File: config.mk
export PLATFORM = sky130hd
export DESIGN_NAME = msd_dma
export DESIGN_NICKNAME = d
export VERILOG_FILES = /design/src/msd_fifo.v /design/src/msd_dma.v
export VERILOG_INCLUDE_DIRS = /design/src
export SDC_FILE = /design/constraint.sdc
export NUM_CORES = 2
export LEC_CHECK = 0
export BUFFER_PORTS_ARGS = -buffer_cell sky130_fd_sc_hd__clkbuf_2
export CAP_MARGIN = 30
export CORE_AREA = 2 2 465 467
export DETAILED_ROUTE_END_ITERATION = 8
export DIE_AREA = 0 0 467 469
export GPL_ROUTABILITY_DRIVEN = 0
export PLACE_DENSITY_LB_ADDON = 0.05
export SYNTH_ARGS = -nofsm -noshare
export SYNTH_HDL_FRONTEND = slang
export SYNTH_SLANG_ARGS = --single-unit
File: constraint.sdc
create_clock -name sys_clk -period 6.1 [get_ports sys_clk]
set_input_delay 1.525 -clock sys_clk [delete_from_list [all_inputs] [get_ports sys_clk]]
set_output_delay 1.525 -clock sys_clk [all_outputs]
set_load 0.05 [all_outputs]
File: src/msd_regs.vh
// constants of the multi-stream transfer controller
`ifndef MSD_REGS_VH
`define MSD_REGS_VH
`define MSD_NUM_STREAMS   8
`define MSD_DIR_M2M       2'h0
`define MSD_DIR_P2M       2'h1
`define MSD_DIR_M2P       2'h2
`define MSD_SIZE_BYTE     2'h0
`define MSD_SIZE_HALF     2'h1
`define MSD_SIZE_WORD     2'h2
`define MSD_CFG_DIR_LSB   0
`define MSD_CFG_CIRC_BIT  2
`define MSD_CFG_DBUF_BIT  3
`define MSD_CFG_SSZ_LSB   4
`define MSD_CFG_DSZ_LSB   6
`define MSD_CFG_BURST_LSB 8
`define MSD_CFG_WIDTH     10
`define MSD_FIFO_DEPTH    4
`endif

File: src/msd_fifo.v
// small synchronous fifo with valid/ready on both sides
`timescale 1ns/1ps
`default_nettype none
module msd_fifo #(
    parameter WIDTH = 32,
    parameter DEPTH = 4,
    parameter AW    = 2
) (
    input  wire             sys_clk,  // system clock
    input  wire             nrst,     // async reset, active low
    input  wire             clr,      // flush contents
    input  wire [WIDTH-1:0] in_data,  // write data
    input  wire             in_valid, // write request
    output wire             in_ready, // not full
    output reg  [WIDTH-1:0] out_data, // registered read data
    output reg              out_valid,// read data present
    input  wire             out_ready // consumer takes data
);
    reg [WIDTH-1:0] mem [0:DEPTH-1];
    reg [AW-1:0]    wptr_reg;
    reg [AW-1:0]    rptr_reg;
    reg [AW:0]      cnt_reg;
    wire            push;
    wire            pop;
    wire            load;

    localparam [AW:0] FULL = DEPTH;

    assign in_ready = (cnt_reg != FULL);
    assign push     = in_valid && in_ready;
    // output register refills when empty or consumed
    assign load     = (cnt_reg != {(AW+1){1'b0}}) && (!out_valid || out_ready);
    assign pop      = load;

    always @(posedge sys_clk) begin
        if (push) begin
            mem[wptr_reg] <= in_data;
        end
    end

    always @(posedge sys_clk or negedge nrst) begin
        if (!nrst) begin
            wptr_reg  <= {AW{1'b0}};
            rptr_reg  <= {AW{1'b0}};
            cnt_reg   <= {(AW+1){1'b0}};
            out_valid <= 1'b0;
            out_data  <= {WIDTH{1'b0}};
        end else if (clr) begin
            wptr_reg  <= {AW{1'b0}};
            rptr_reg  <= {AW{1'b0}};
            cnt_reg   <= {(AW+1){1'b0}};
            out_valid <= 1'b0;
        end else begin
            if (push) begin
                wptr_reg <= wptr_reg + 1'b1;
            end
            if (pop) begin
                rptr_reg <= rptr_reg + 1'b1;
                out_data <= mem[rptr_reg];
            end
            if (push && !pop) begin
                cnt_reg <= cnt_reg + 1'b1;
            end else if (pop && !push) begin
                cnt_reg <= cnt_reg - 1'b1;
            end
            if (pop) begin
                out_valid <= 1'b1;
            end else if (out_ready) begin
                out_valid <= 1'b0;
            end
        end
    end
endmodule
`default_nettype wire

File: src/msd_dma.v
// eight-stream transfer controller core with two master ports
`timescale 1ns/1ps
`default_nettype none
`include "msd_regs.vh"
// Function
// - eight streams, each with its own configuration and transfer state
// - read on port A, write on port B, two separate master ports
// - per stream direction: memory-memory, peripheral-memory, memory-peripheral
// - all data, memory or peripheral, passes through one shared fifo
// - burst transfers of several beats per grant
// - circular mode reloads address and count at buffer end
// - double-buffer mode alternates two destination addresses on completion
// - each stream has its own hardware request line from a peripheral
// - each stream may be started by a software trigger
// - source and destination item sizes independent, one item written per item read
// - request lines serve serial, audio, two-wire, timer, sd, converter peripherals
module msd_dma #(
    parameter NS = 8,
    parameter AW = 32,
    parameter CW = 16
) (
    input  wire             sys_clk,   // system clock, 40 MHz
    input  wire             nrst,      // async reset, active low
    input  wire [NS-1:0]    cfg_en,    // stream enable
    input  wire [NS*`MSD_CFG_WIDTH-1:0] cfg_mode, // per-stream mode fields
    input  wire [NS*AW-1:0] cfg_src,   // per-stream source address
    input  wire [NS*AW-1:0] cfg_dst,   // per-stream destination address
    input  wire [NS*AW-1:0] cfg_dst1,  // per-stream second memory buffer
    input  wire [NS*CW-1:0] cfg_cnt,   // per-stream item count
    input  wire [NS-1:0]    sw_trig,   // software start, one-cycle pulse
    input  wire [NS-1:0]    hw_req,    // peripheral request lines, async
    input  wire [NS-1:0]    clr_done,  // clear complete flag
    input  wire [NS-1:0]    clr_err,   // clear error flag
    output reg  [NS-1:0]    done_flag, // transfer complete, sticky
    output reg  [NS-1:0]    err_flag,  // bus fault, sticky
    output reg  [NS-1:0]    cur_buf,   // active memory buffer per stream
    output reg  [AW-1:0]    rd_addr,   // port A address
    output reg  [1:0]       rd_size,   // port A item size
    output wire             rd_req,    // port A read request
    input  wire             rd_ack,    // port A data valid
    input  wire [31:0]      rd_data,   // port A read data
    input  wire             rd_err,    // port A bus fault
    output reg  [AW-1:0]    wr_addr,   // port B address
    output reg  [1:0]       wr_size,   // port B item size
    output wire             wr_req,    // port B write request
    output wire [31:0]      wr_data,   // port B write data
    input  wire             wr_ack,    // port B write taken
    input  wire             wr_err     // port B bus fault
);
    // ----------------------------------------
    // states
    // ----------------------------------------
    localparam ST_IDLE = 2'h0;
    localparam ST_RUN  = 2'h1;
    localparam ST_END  = 2'h2;

    reg  [NS-1:0]  req_s1_reg;
    reg  [NS-1:0]  req_s2_reg;
    reg  [NS-1:0]  pend_reg;
    reg  [AW-1:0]  sa_reg [0:NS-1];
    reg  [AW-1:0]  da_reg [0:NS-1];
    reg  [CW-1:0]  left_reg [0:NS-1];
    reg  [1:0]     state_reg;
    reg  [2:0]     gnt_reg;
    reg  [1:0]     beats_reg;
    reg  [2:0]     issued_reg;
    reg  [2:0]     sel;
    reg            any;
    reg            rd_busy_reg;
    integer        k;
    integer        j;

    wire [`MSD_CFG_WIDTH-1:0] m = cfg_mode[gnt_reg*`MSD_CFG_WIDTH +: `MSD_CFG_WIDTH];
    wire [1:0] dir   = m[`MSD_CFG_DIR_LSB +: 2];
    wire       circ  = m[`MSD_CFG_CIRC_BIT];
    wire       dbuf  = m[`MSD_CFG_DBUF_BIT];
    wire [1:0] ssz   = m[`MSD_CFG_SSZ_LSB +: 2];
    wire [1:0] dsz   = m[`MSD_CFG_DSZ_LSB +: 2];
    wire [1:0] burst = m[`MSD_CFG_BURST_LSB +: 2];
    wire [2:0] sstep_b = (ssz == `MSD_SIZE_WORD) ? 3'h4 :
                         (ssz == `MSD_SIZE_HALF) ? 3'h2 : 3'h1;
    wire [2:0] dstep_b = (dsz == `MSD_SIZE_WORD) ? 3'h4 :
                         (dsz == `MSD_SIZE_HALF) ? 3'h2 : 3'h1;
    wire [AW-1:0] sstep = {{(AW-3){1'b0}}, sstep_b};
    wire [AW-1:0] dstep = {{(AW-3){1'b0}}, dstep_b};

    // ----------------------------------------
    // request capture
    // ----------------------------------------
    // requests come from other logic blocks of unknown timing, so synchronise
    always @(posedge sys_clk or negedge nrst) begin
        if (!nrst) begin
            req_s1_reg <= {NS{1'b0}};
            req_s2_reg <= {NS{1'b0}};
        end else begin
            req_s1_reg <= hw_req;
            req_s2_reg <= req_s1_reg;
        end
    end

    // fixed priority, lowest stream wins
    always @* begin
        sel = 3'h0;
        any = 1'b0;
        for (j = NS-1; j >= 0; j = j - 1) begin
            if (pend_reg[j] && cfg_en[j]) begin
                sel = j[2:0];
                any = 1'b1;
            end
        end
    end

    // ----------------------------------------
    // datapath through fifo
    // ----------------------------------------
    wire        f_in_ready;
    wire        f_out_valid;
    wire [31:0] f_out_data;
    // destination narrower than source keeps low lanes; wider is zero-extended
    wire [31:0] packed_rd = (ssz == `MSD_SIZE_BYTE) ? {24'h000000, rd_data[7:0]} :
                            (ssz == `MSD_SIZE_HALF) ? {16'h0000, rd_data[15:0]} : rd_data;
    wire        aborting  = rd_err || wr_err;

    // reads stop at the burst length and at the items still owed, so the fifo
    // is empty whenever the grant passes to another stream
    wire [2:0] inflight = issued_reg - {1'b0, beats_reg};
    wire       rd_room  = (issued_reg <= {1'b0, burst}) &&
                          ({{(CW-3){1'b0}}, inflight} < left_reg[gnt_reg]);

    assign rd_req  = (state_reg == ST_RUN) && !rd_busy_reg && f_in_ready && rd_room;
    assign wr_req  = f_out_valid;
    assign wr_data = (dsz == `MSD_SIZE_BYTE) ? {24'h000000, f_out_data[7:0]} :
                     (dsz == `MSD_SIZE_HALF) ? {16'h0000, f_out_data[15:0]} :
                     f_out_data;

    msd_fifo #(
        .WIDTH(32),
        .DEPTH(`MSD_FIFO_DEPTH),
        .AW(2)
    ) u_fifo (
        .sys_clk  (sys_clk),
        .nrst     (nrst),
        .clr      (aborting),
        .in_data  (packed_rd),
        .in_valid (rd_ack),
        .in_ready (f_in_ready),
        .out_data (f_out_data),
        .out_valid(f_out_valid),
        .out_ready(wr_ack)
    );

    // ----------------------------------------
    // stream engine
    // ----------------------------------------
    always @(posedge sys_clk or negedge nrst) begin
        if (!nrst) begin
            state_reg   <= ST_IDLE;
            gnt_reg     <= 3'h0;
            beats_reg   <= 2'h0;
            issued_reg  <= 3'h0;
            rd_busy_reg <= 1'b0;
            pend_reg    <= {NS{1'b0}};
            done_flag   <= {NS{1'b0}};
            err_flag    <= {NS{1'b0}};
            cur_buf     <= {NS{1'b0}};
            rd_addr     <= {AW{1'b0}};
            wr_addr     <= {AW{1'b0}};
            rd_size     <= 2'h0;
            wr_size     <= 2'h0;
            for (k = 0; k < NS; k = k + 1) begin
                sa_reg[k]   <= {AW{1'b0}};
                da_reg[k]   <= {AW{1'b0}};
                left_reg[k] <= {CW{1'b0}};
            end
        end else begin
            pend_reg  <= (pend_reg | sw_trig | req_s2_reg) & cfg_en;
            done_flag <= done_flag & ~clr_done;
            err_flag  <= err_flag & ~clr_err;
            for (k = 0; k < NS; k = k + 1) begin
                // reload every cycle while disabled; addresses also while an enabled idle stream has no items left
                if (!cfg_en[k] || (left_reg[k] == {CW{1'b0}} && !(state_reg != ST_IDLE
                        && gnt_reg == k[2:0]))) begin
                    sa_reg[k]   <= cfg_src[k*AW +: AW];
                    da_reg[k]   <= cur_buf[k] ? cfg_dst1[k*AW +: AW] : cfg_dst[k*AW +: AW];
                    left_reg[k] <= cfg_en[k] ? left_reg[k] : cfg_cnt[k*CW +: CW];
                end
            end
            case (state_reg)
                ST_IDLE: begin
                    if (any && left_reg[sel] != {CW{1'b0}}) begin
                        // addresses stand before the first request is raised
                        gnt_reg    <= sel;
                        beats_reg  <= 2'h0;
                        issued_reg <= 3'h0;
                        rd_addr    <= sa_reg[sel];
                        wr_addr    <= da_reg[sel];
                        rd_size    <= cfg_mode[sel*`MSD_CFG_WIDTH + `MSD_CFG_SSZ_LSB +: 2];
                        wr_size    <= cfg_mode[sel*`MSD_CFG_WIDTH + `MSD_CFG_DSZ_LSB +: 2];
                        state_reg  <= ST_RUN;
                    end
                end
                ST_RUN: begin
                    if (rd_req) begin
                        rd_busy_reg <= 1'b1;
                        issued_reg  <= issued_reg + 3'h1;
                    end
                    if (rd_ack) begin
                        rd_busy_reg <= 1'b0;
                        // peripheral side holds its address fixed
                        if (dir != `MSD_DIR_P2M) begin
                            sa_reg[gnt_reg] <= sa_reg[gnt_reg] + sstep;
                            rd_addr         <= sa_reg[gnt_reg] + sstep;
                        end
                    end
                    if (wr_ack) begin
                        if (dir != `MSD_DIR_M2P) begin
                            da_reg[gnt_reg] <= da_reg[gnt_reg] + dstep;
                            wr_addr         <= da_reg[gnt_reg] + dstep;
                        end
                        left_reg[gnt_reg] <= left_reg[gnt_reg] - 1'b1;
                        beats_reg <= beats_reg + 1'b1;
                        if (left_reg[gnt_reg] == {{(CW-1){1'b0}}, 1'b1}) begin
                            state_reg <= ST_END;
                        end else if (beats_reg == burst) begin
                            // burst over: give other streams a chance
                            state_reg <= ST_IDLE;
                            pend_reg[gnt_reg] <= (dir == `MSD_DIR_M2M) | req_s2_reg[gnt_reg];
                        end
                    end
                    if (aborting) begin
                        err_flag[gnt_reg]  <= 1'b1;
                        pend_reg[gnt_reg]  <= 1'b0;
                        left_reg[gnt_reg]  <= {CW{1'b0}};
                        rd_busy_reg        <= 1'b0;
                        state_reg          <= ST_IDLE;
                    end
                end
                ST_END: begin
                    done_flag[gnt_reg] <= 1'b1;
                    if (dbuf) begin
                        cur_buf[gnt_reg] <= ~cur_buf[gnt_reg];
                        da_reg[gnt_reg]  <= cur_buf[gnt_reg] ? cfg_dst[gnt_reg*AW +: AW]
                                                             : cfg_dst1[gnt_reg*AW +: AW];
                    end else if (circ) begin
                        da_reg[gnt_reg] <= cfg_dst[gnt_reg*AW +: AW];
                    end
                    if (dbuf || circ) begin
                        sa_reg[gnt_reg]   <= cfg_src[gnt_reg*AW +: AW];
                        left_reg[gnt_reg] <= cfg_cnt[gnt_reg*CW +: CW];
                    end else begin
                        pend_reg[gnt_reg] <= 1'b0;
                    end
                    state_reg <= ST_IDLE;
                end
                default: begin
                    state_reg <= ST_IDLE;
                end
            endcase
        end
    end
endmodule
`default_nettype wire

# Yosys cells after proc, flatten, opt, wreduce, memory -nomap -nowiden
# Memory sizes are Yosys's and may differ from the RTL's. A register that Yosys moved wholly into a read port is not among the register bits.
# Cells that the tools add are included.
# totals
register_bits,775
ram_bits,128
out_inout_bits,126
wordCells,376
memories,1
# op_classes
addsub,12
mul,2
order_cmp,7
eq_ne,26
shifts,7
mux,161
bitwise_logic,19
n_reduce_logical,98
# memory_table
memory,words,width,rd,rd_clocked_by_memory_dff,write_ports,line,source
u_fifo.mem,4,32,1,1,1,msd_fifo.v:19,reg [WIDTH-1:0] mem [0:DEPTH-1];
# op_table
op,count
$mux W256,7
$mux W32,44
$bwmux W256,5
$pmux W256 S2,2
$shiftx A256 B9 Y32,3
$mux W128,4
$bmux W32 S3,4
$mux W16,21
$bwmux W128,2
$pmux W128 S2,1
$shiftx A80 B9 Y2,2
$and A128 B128 Y128,1
$logic_not A16 Y1,8
$not A128 Y128,1
$pmux W32 S2,2
$shiftx A128 B8 Y16,1
$bmux W16 S3,2
$demux W32 S3,1
$shiftx A80 B8 Y10,1
$mux W8,9
$add A32 B3 Y32,2
$demux W16 S3,1
$mux W3,15
$and A8 B8 Y8,5
48 further kinds,188

# Longest topological paths before layout
# logic_depth
ltp_word,17
depth_mapped,26
ltp_nobuf,14

# By module
# Synthesis repeated with hierarchy kept, for this count alone.
# hier_totals
cells_unflattened,7923
area_unflattened_um2,74183.6
# modules_own_cells
module,n_inst,cells_each,area_each_um2
msd_dma,1,7634,67858.8
msd_fifo,1,289,6324.8

# Worst setup path after synthesis
# OpenSTA, ideal clock, no wires.
# synth_timing
path_kind,reg2out
start,reg gnt_reg[1]
end,out wr_data[21]
t_arrival_ps,4139
t_required_ps,4575
setup_slack_ps,436
path_stages_with_launch,20
path_buffers,12
path_cell_list,dfrtp_1 > buf_4 > buf_6 > buf_6 > buf_6 > buf_4 > buf_4 > buf_2 > buf_4 > buf_2 > buf_4 > buf_1 > mux4_2 > nand2_1 > and2_1 > inv_1 > ha_1 > nor2_1 > clkbuf_1 > and2_1
# synth_between
elab_chain_len,5
# synth_lines
item,line,source
start: declaration,msd_dma.v:64,reg [2:0] gnt_reg;
start signal: assignment,msd_dma.v:192,gnt_reg <= sel;
$mul A3 B3 Y6 (no source line) *,--,
$shiftx A80 B8 Y10 *,msd_dma.v:73,wire [`MSD_CFG_WIDTH-1:0] m = cfg_mode[gnt_reg*`MSD_CFG_WIDTH +: `MSD_CFG_WIDTH];
$eq A2 B1 Y1 (no source line),--,
$mux W32,msd_dma.v:133,"(dsz == `MSD_SIZE_HALF) ? {16'h0000, f_out_data[15:0]} :"
$mux W32 *,msd_dma.v:132,"assign wr_data = (dsz == `MSD_SIZE_BYTE) ? {24'h000000, f_out_data[7:0]} :"
end: declaration,msd_dma.v:46,"output wire [31:0] wr_data,"
# Every way passes the cells marked *; elsewhere a longest branch is shown, timed or not.

# Worst setup path after layout
# layout_timing
start,reg gnt_reg[0]
end,out rd_req
# layout_between
elab_chain_len,7
# layout_lines
item,line,source
branches (longest 5 deep; another with $mul A3 B3 Y6),--,
$logic_and A1 B1 Y1 *,msd_dma.v:127,"wire rd_room = (issued_reg <= {1'b0, burst}) &&"
$logic_and A1 B1 Y1 *,msd_dma.v:130,assign rd_req = (state_reg == ST_RUN) && !rd_busy_reg && f_in_ready && rd_room;
end: declaration,msd_dma.v:39,"output wire rd_req,"
# Mark *: on every way between the ends. The select of a mux whose other input is x is not followed.

==> flow_summary_export.csv <==
group,metric,value,unit
power_and_ir_drop,irDropWorstVdd,0.5850,mV
power_and_ir_drop,totalPowerFinal,52.55,mW
synth,synth_ff_type,"dfrtp_1",
drt,drc_errors,2,
timing,max-slew-margin-rel,22.00,%
placed_design,pre_cts_slack,0.3061,ns
min_path,hp-class,"flip-flop to flip-flop",
run_status,status,"complete, but fails checks",
die,start_util,35.44,%
synth,synth_cell_type_count,108,
drt,wirelength,519.8,mm
min_path,hp-start,"req_s1_reg[0]",
worst_setup_path,critical_path.top_delay_family,"compound AO/OA/AOI/OAI gates",
clock_tree,clkSlewWorstSetupHoldPaths,0.06,ns
drt,drt_iter0_markers,13600,
clock_tree,cts-root-buf,"clkbuf_16",
worst_setup_path,critPathBufInv,2,
worst_setup_path,cp.required,4.58,ns
clock_tree,cts_inserted_buffers,119,
global_route,grt_pass1_vias,81280,
global_route,grt-ovfl-total,0,
synth,synth_edf_count,128,
clock_tree,cts_tree,"built",
placed_design,dp_hpwl,355.3,mm
drt,drtAntennaViolNets,0,
final_layout,nets,10120,
run_status,violations,"DRC",
clock_tree,ctsResizeCount,0,
die,fp.dieH,469,um
flow_run,drv_cap,0,
synth,yosysSeqAreaShare,31.73,%
worst_setup_path,worst_path_largest_cell_delay,0.80,ns
timing,setup_ws,0.1024,ns
power_and_ir_drop,cellPowerDensity,579.3,nW/um^2
die,io_pins,1180,
final_layout,layout_commonest_cell,"nand2_1",
clock_tree,ctsHoldBuffers,0,
power_and_ir_drop,p_leak,37.48,nW
global_route,antenna_found_initial,58,
timing,clock_skew,0.04236,ns
drt,vias,84940,
synth,synth_nets,9130,
min_path,hold_depth,0,
final_layout,drive_gt1_share,28.87,%
timing,worst_pin_slew,1.170,ns
clock_tree,ctsHtreeMaxLevel,3,
final_layout,mostFrequentLayoutCells,"nand2_1, clkbuf_2, dfrtp_1",
die,core,213800,um^2
timing,rsz0062_at_grt,"false",
min_path,min_to,"req_s2_reg[0]",
clock_tree,cts.sinks,935,
worst_setup_path,worstPathArrival,4.47,ns
worst_setup_path,worst_path_max_delay_cell,"dfrtp_4",
worst_setup_path,worstRegToRegCells,12,
worst_setup_path,crit_type,"flip-flop to primary output",
timing,finalSetupViolCount,0,
die,fp.dieW,467,um
timing,finalSetupTns,0,ns
timing,hold_viol,0,
timing,finalCriticalPeriod,5.998,ns
worst_setup_path,ff2ff_setup_slack,0.59,ns
global_route,grt_use_total,45.80,%
synth,synth_warnings,0,
worst_setup_path,critPathCaptureType,"primary output",
timing,timing.hold.ws,0.3538,ns
synth,avgSynthCellArea,9.417,um^2
worst_setup_path,r2r-start,"gnt_reg[0]",
clock_tree,clk-insertion-delay-late,0.86,ns
global_route,grt_first_pass_wirelength,695.4,mm
clock_tree,post_cts_buffers,0,
synth,ys_ff_latch,935,
timing,period_share,98.32,%
worst_setup_path,worstPathMaxFanout,25,
drt,drt-pass1-iter-count,9,
clock_tree,clockBufferDepth,3,
die,rows,170,
die,fp.dieArea,219000,um^2
final_layout,syn_to_final_growth,19.75,%
synth,synthArstFlopShare,86.31,%
worst_setup_path,path_cells,"buf_4, mux4_2, mux2i_1, o211ai_1, or3_1, o41a_1, buf_12",
synth,synth_area,75760,um^2
global_route,grt_max_degree,154,
timing,slew_viol_final,0,
drt,wl_per_cell,43.26,um
timing,max_freq,0.1667,GHz
worst_setup_path,start_kind,"flip-flop",
synth,synthCells,8045,
worst_setup_path,r2r_end,"da_reg[181]",
placed_design,io_buffer_count,1179,
drt,via_per_inst,7.069,
worst_setup_path,cp.depth,7,
==> stage by stage <==
step	area [um^2]	utilization [%]	cells
final	90720	42.44	12020
after global placement	86190	40.32	11730
after floorplan	75760	-	8045
after detailed placement	86370	40.40	11750
after global routing	90660	42.41	11990
after CTS	90460	42.32	11960
==> worst reg2reg max path: cells and delay by family (launching register included) <==
family          cells  cell delay (ns)
compound gates      5             1.69
buf+inv             3             0.87
simple gates        4             2.11
flops               1             0.71
==> final cells by class <==
type | instances | area, um^2
antenna | 42 | 105.1
clock buffer | 172 | 3447
clock inverter | 46 | 639.4
fill | 21230 | 123100
inverter | 61 | 245.2
multi-input combinational | 6312 | 48750
sequential | 935 | 24070
tap | 2838 | 3551
timing repair buffer | 1610 | 9911
==> cells by family (layout without fill, tap and decap cells) <==
kind of cell / count (synthesis) / after routing / synth area share, %
xor+xnor: 76 / 76 / 0.9381
fa+ha+maj: 31 / 31 / 0.5516
flops: 935 / 935 / 31.73
compound gates: 2391 / 2391 / 20.99
mux: 1446 / 1446 / 27.71
buf+inv: 798 / 1889 / 4.806
other cells: 0 / 42 / 0
simple gates: 2368 / 2368 / 13.27
==> power breakdown <==
| group | internal (mW) | switching [mW] |
|---|---|---|
| sequential | 8.77 | 2.18 |
| combinational | 10.9 | 23.0 |
| clock | 4.31 | 3.37 |
| total | 24.0 | 28.5 |
==> routing by layer <==
metal	wire (um)	GRT usage [%]
met5	440	0.8442
met4	48530	36.00
met3	68470	16.22
met2	216700	65.91
met1	185700	55.45
==> synthesized netlist by cell type (101+ instances only) <==
cell type,number,share of area (%)
a21oi_1,484,3.2
a221o_1,107,1.4
a22oi_1,171,1.7
buf_2,101,0.67
clkbuf_1,463,2.3
dfrtp_1,807,27
edfxtp_1,128,5.1
mux2_2,146,2.2
mux2i_1,785,10
mux4_2,500,15
nand2_1,1255,6.2
nand3_1,131,0.87
nor2_1,641,3.2
o21ai_0,591,3.9
o221ai_1,299,3.5
o22ai_1,237,2.0
==> worst max path at each step <==
stage | start | endpoint | slack (ns)
after floorplan | gnt_reg[1] | wr_data[21] | 0.44
after global placement | cfg_mode[14] | sa_reg[220] | 0.25
after detailed placement | cfg_mode[14] | sa_reg[220] | 0.31
after CTS | gnt_reg[0] | rd_req | 0.13
after global routing | gnt_reg[0] | rd_req | 0.005
final | gnt_reg[0] | rd_req | 0.10
No activity file was read; power rests on OpenSTA's default activity.
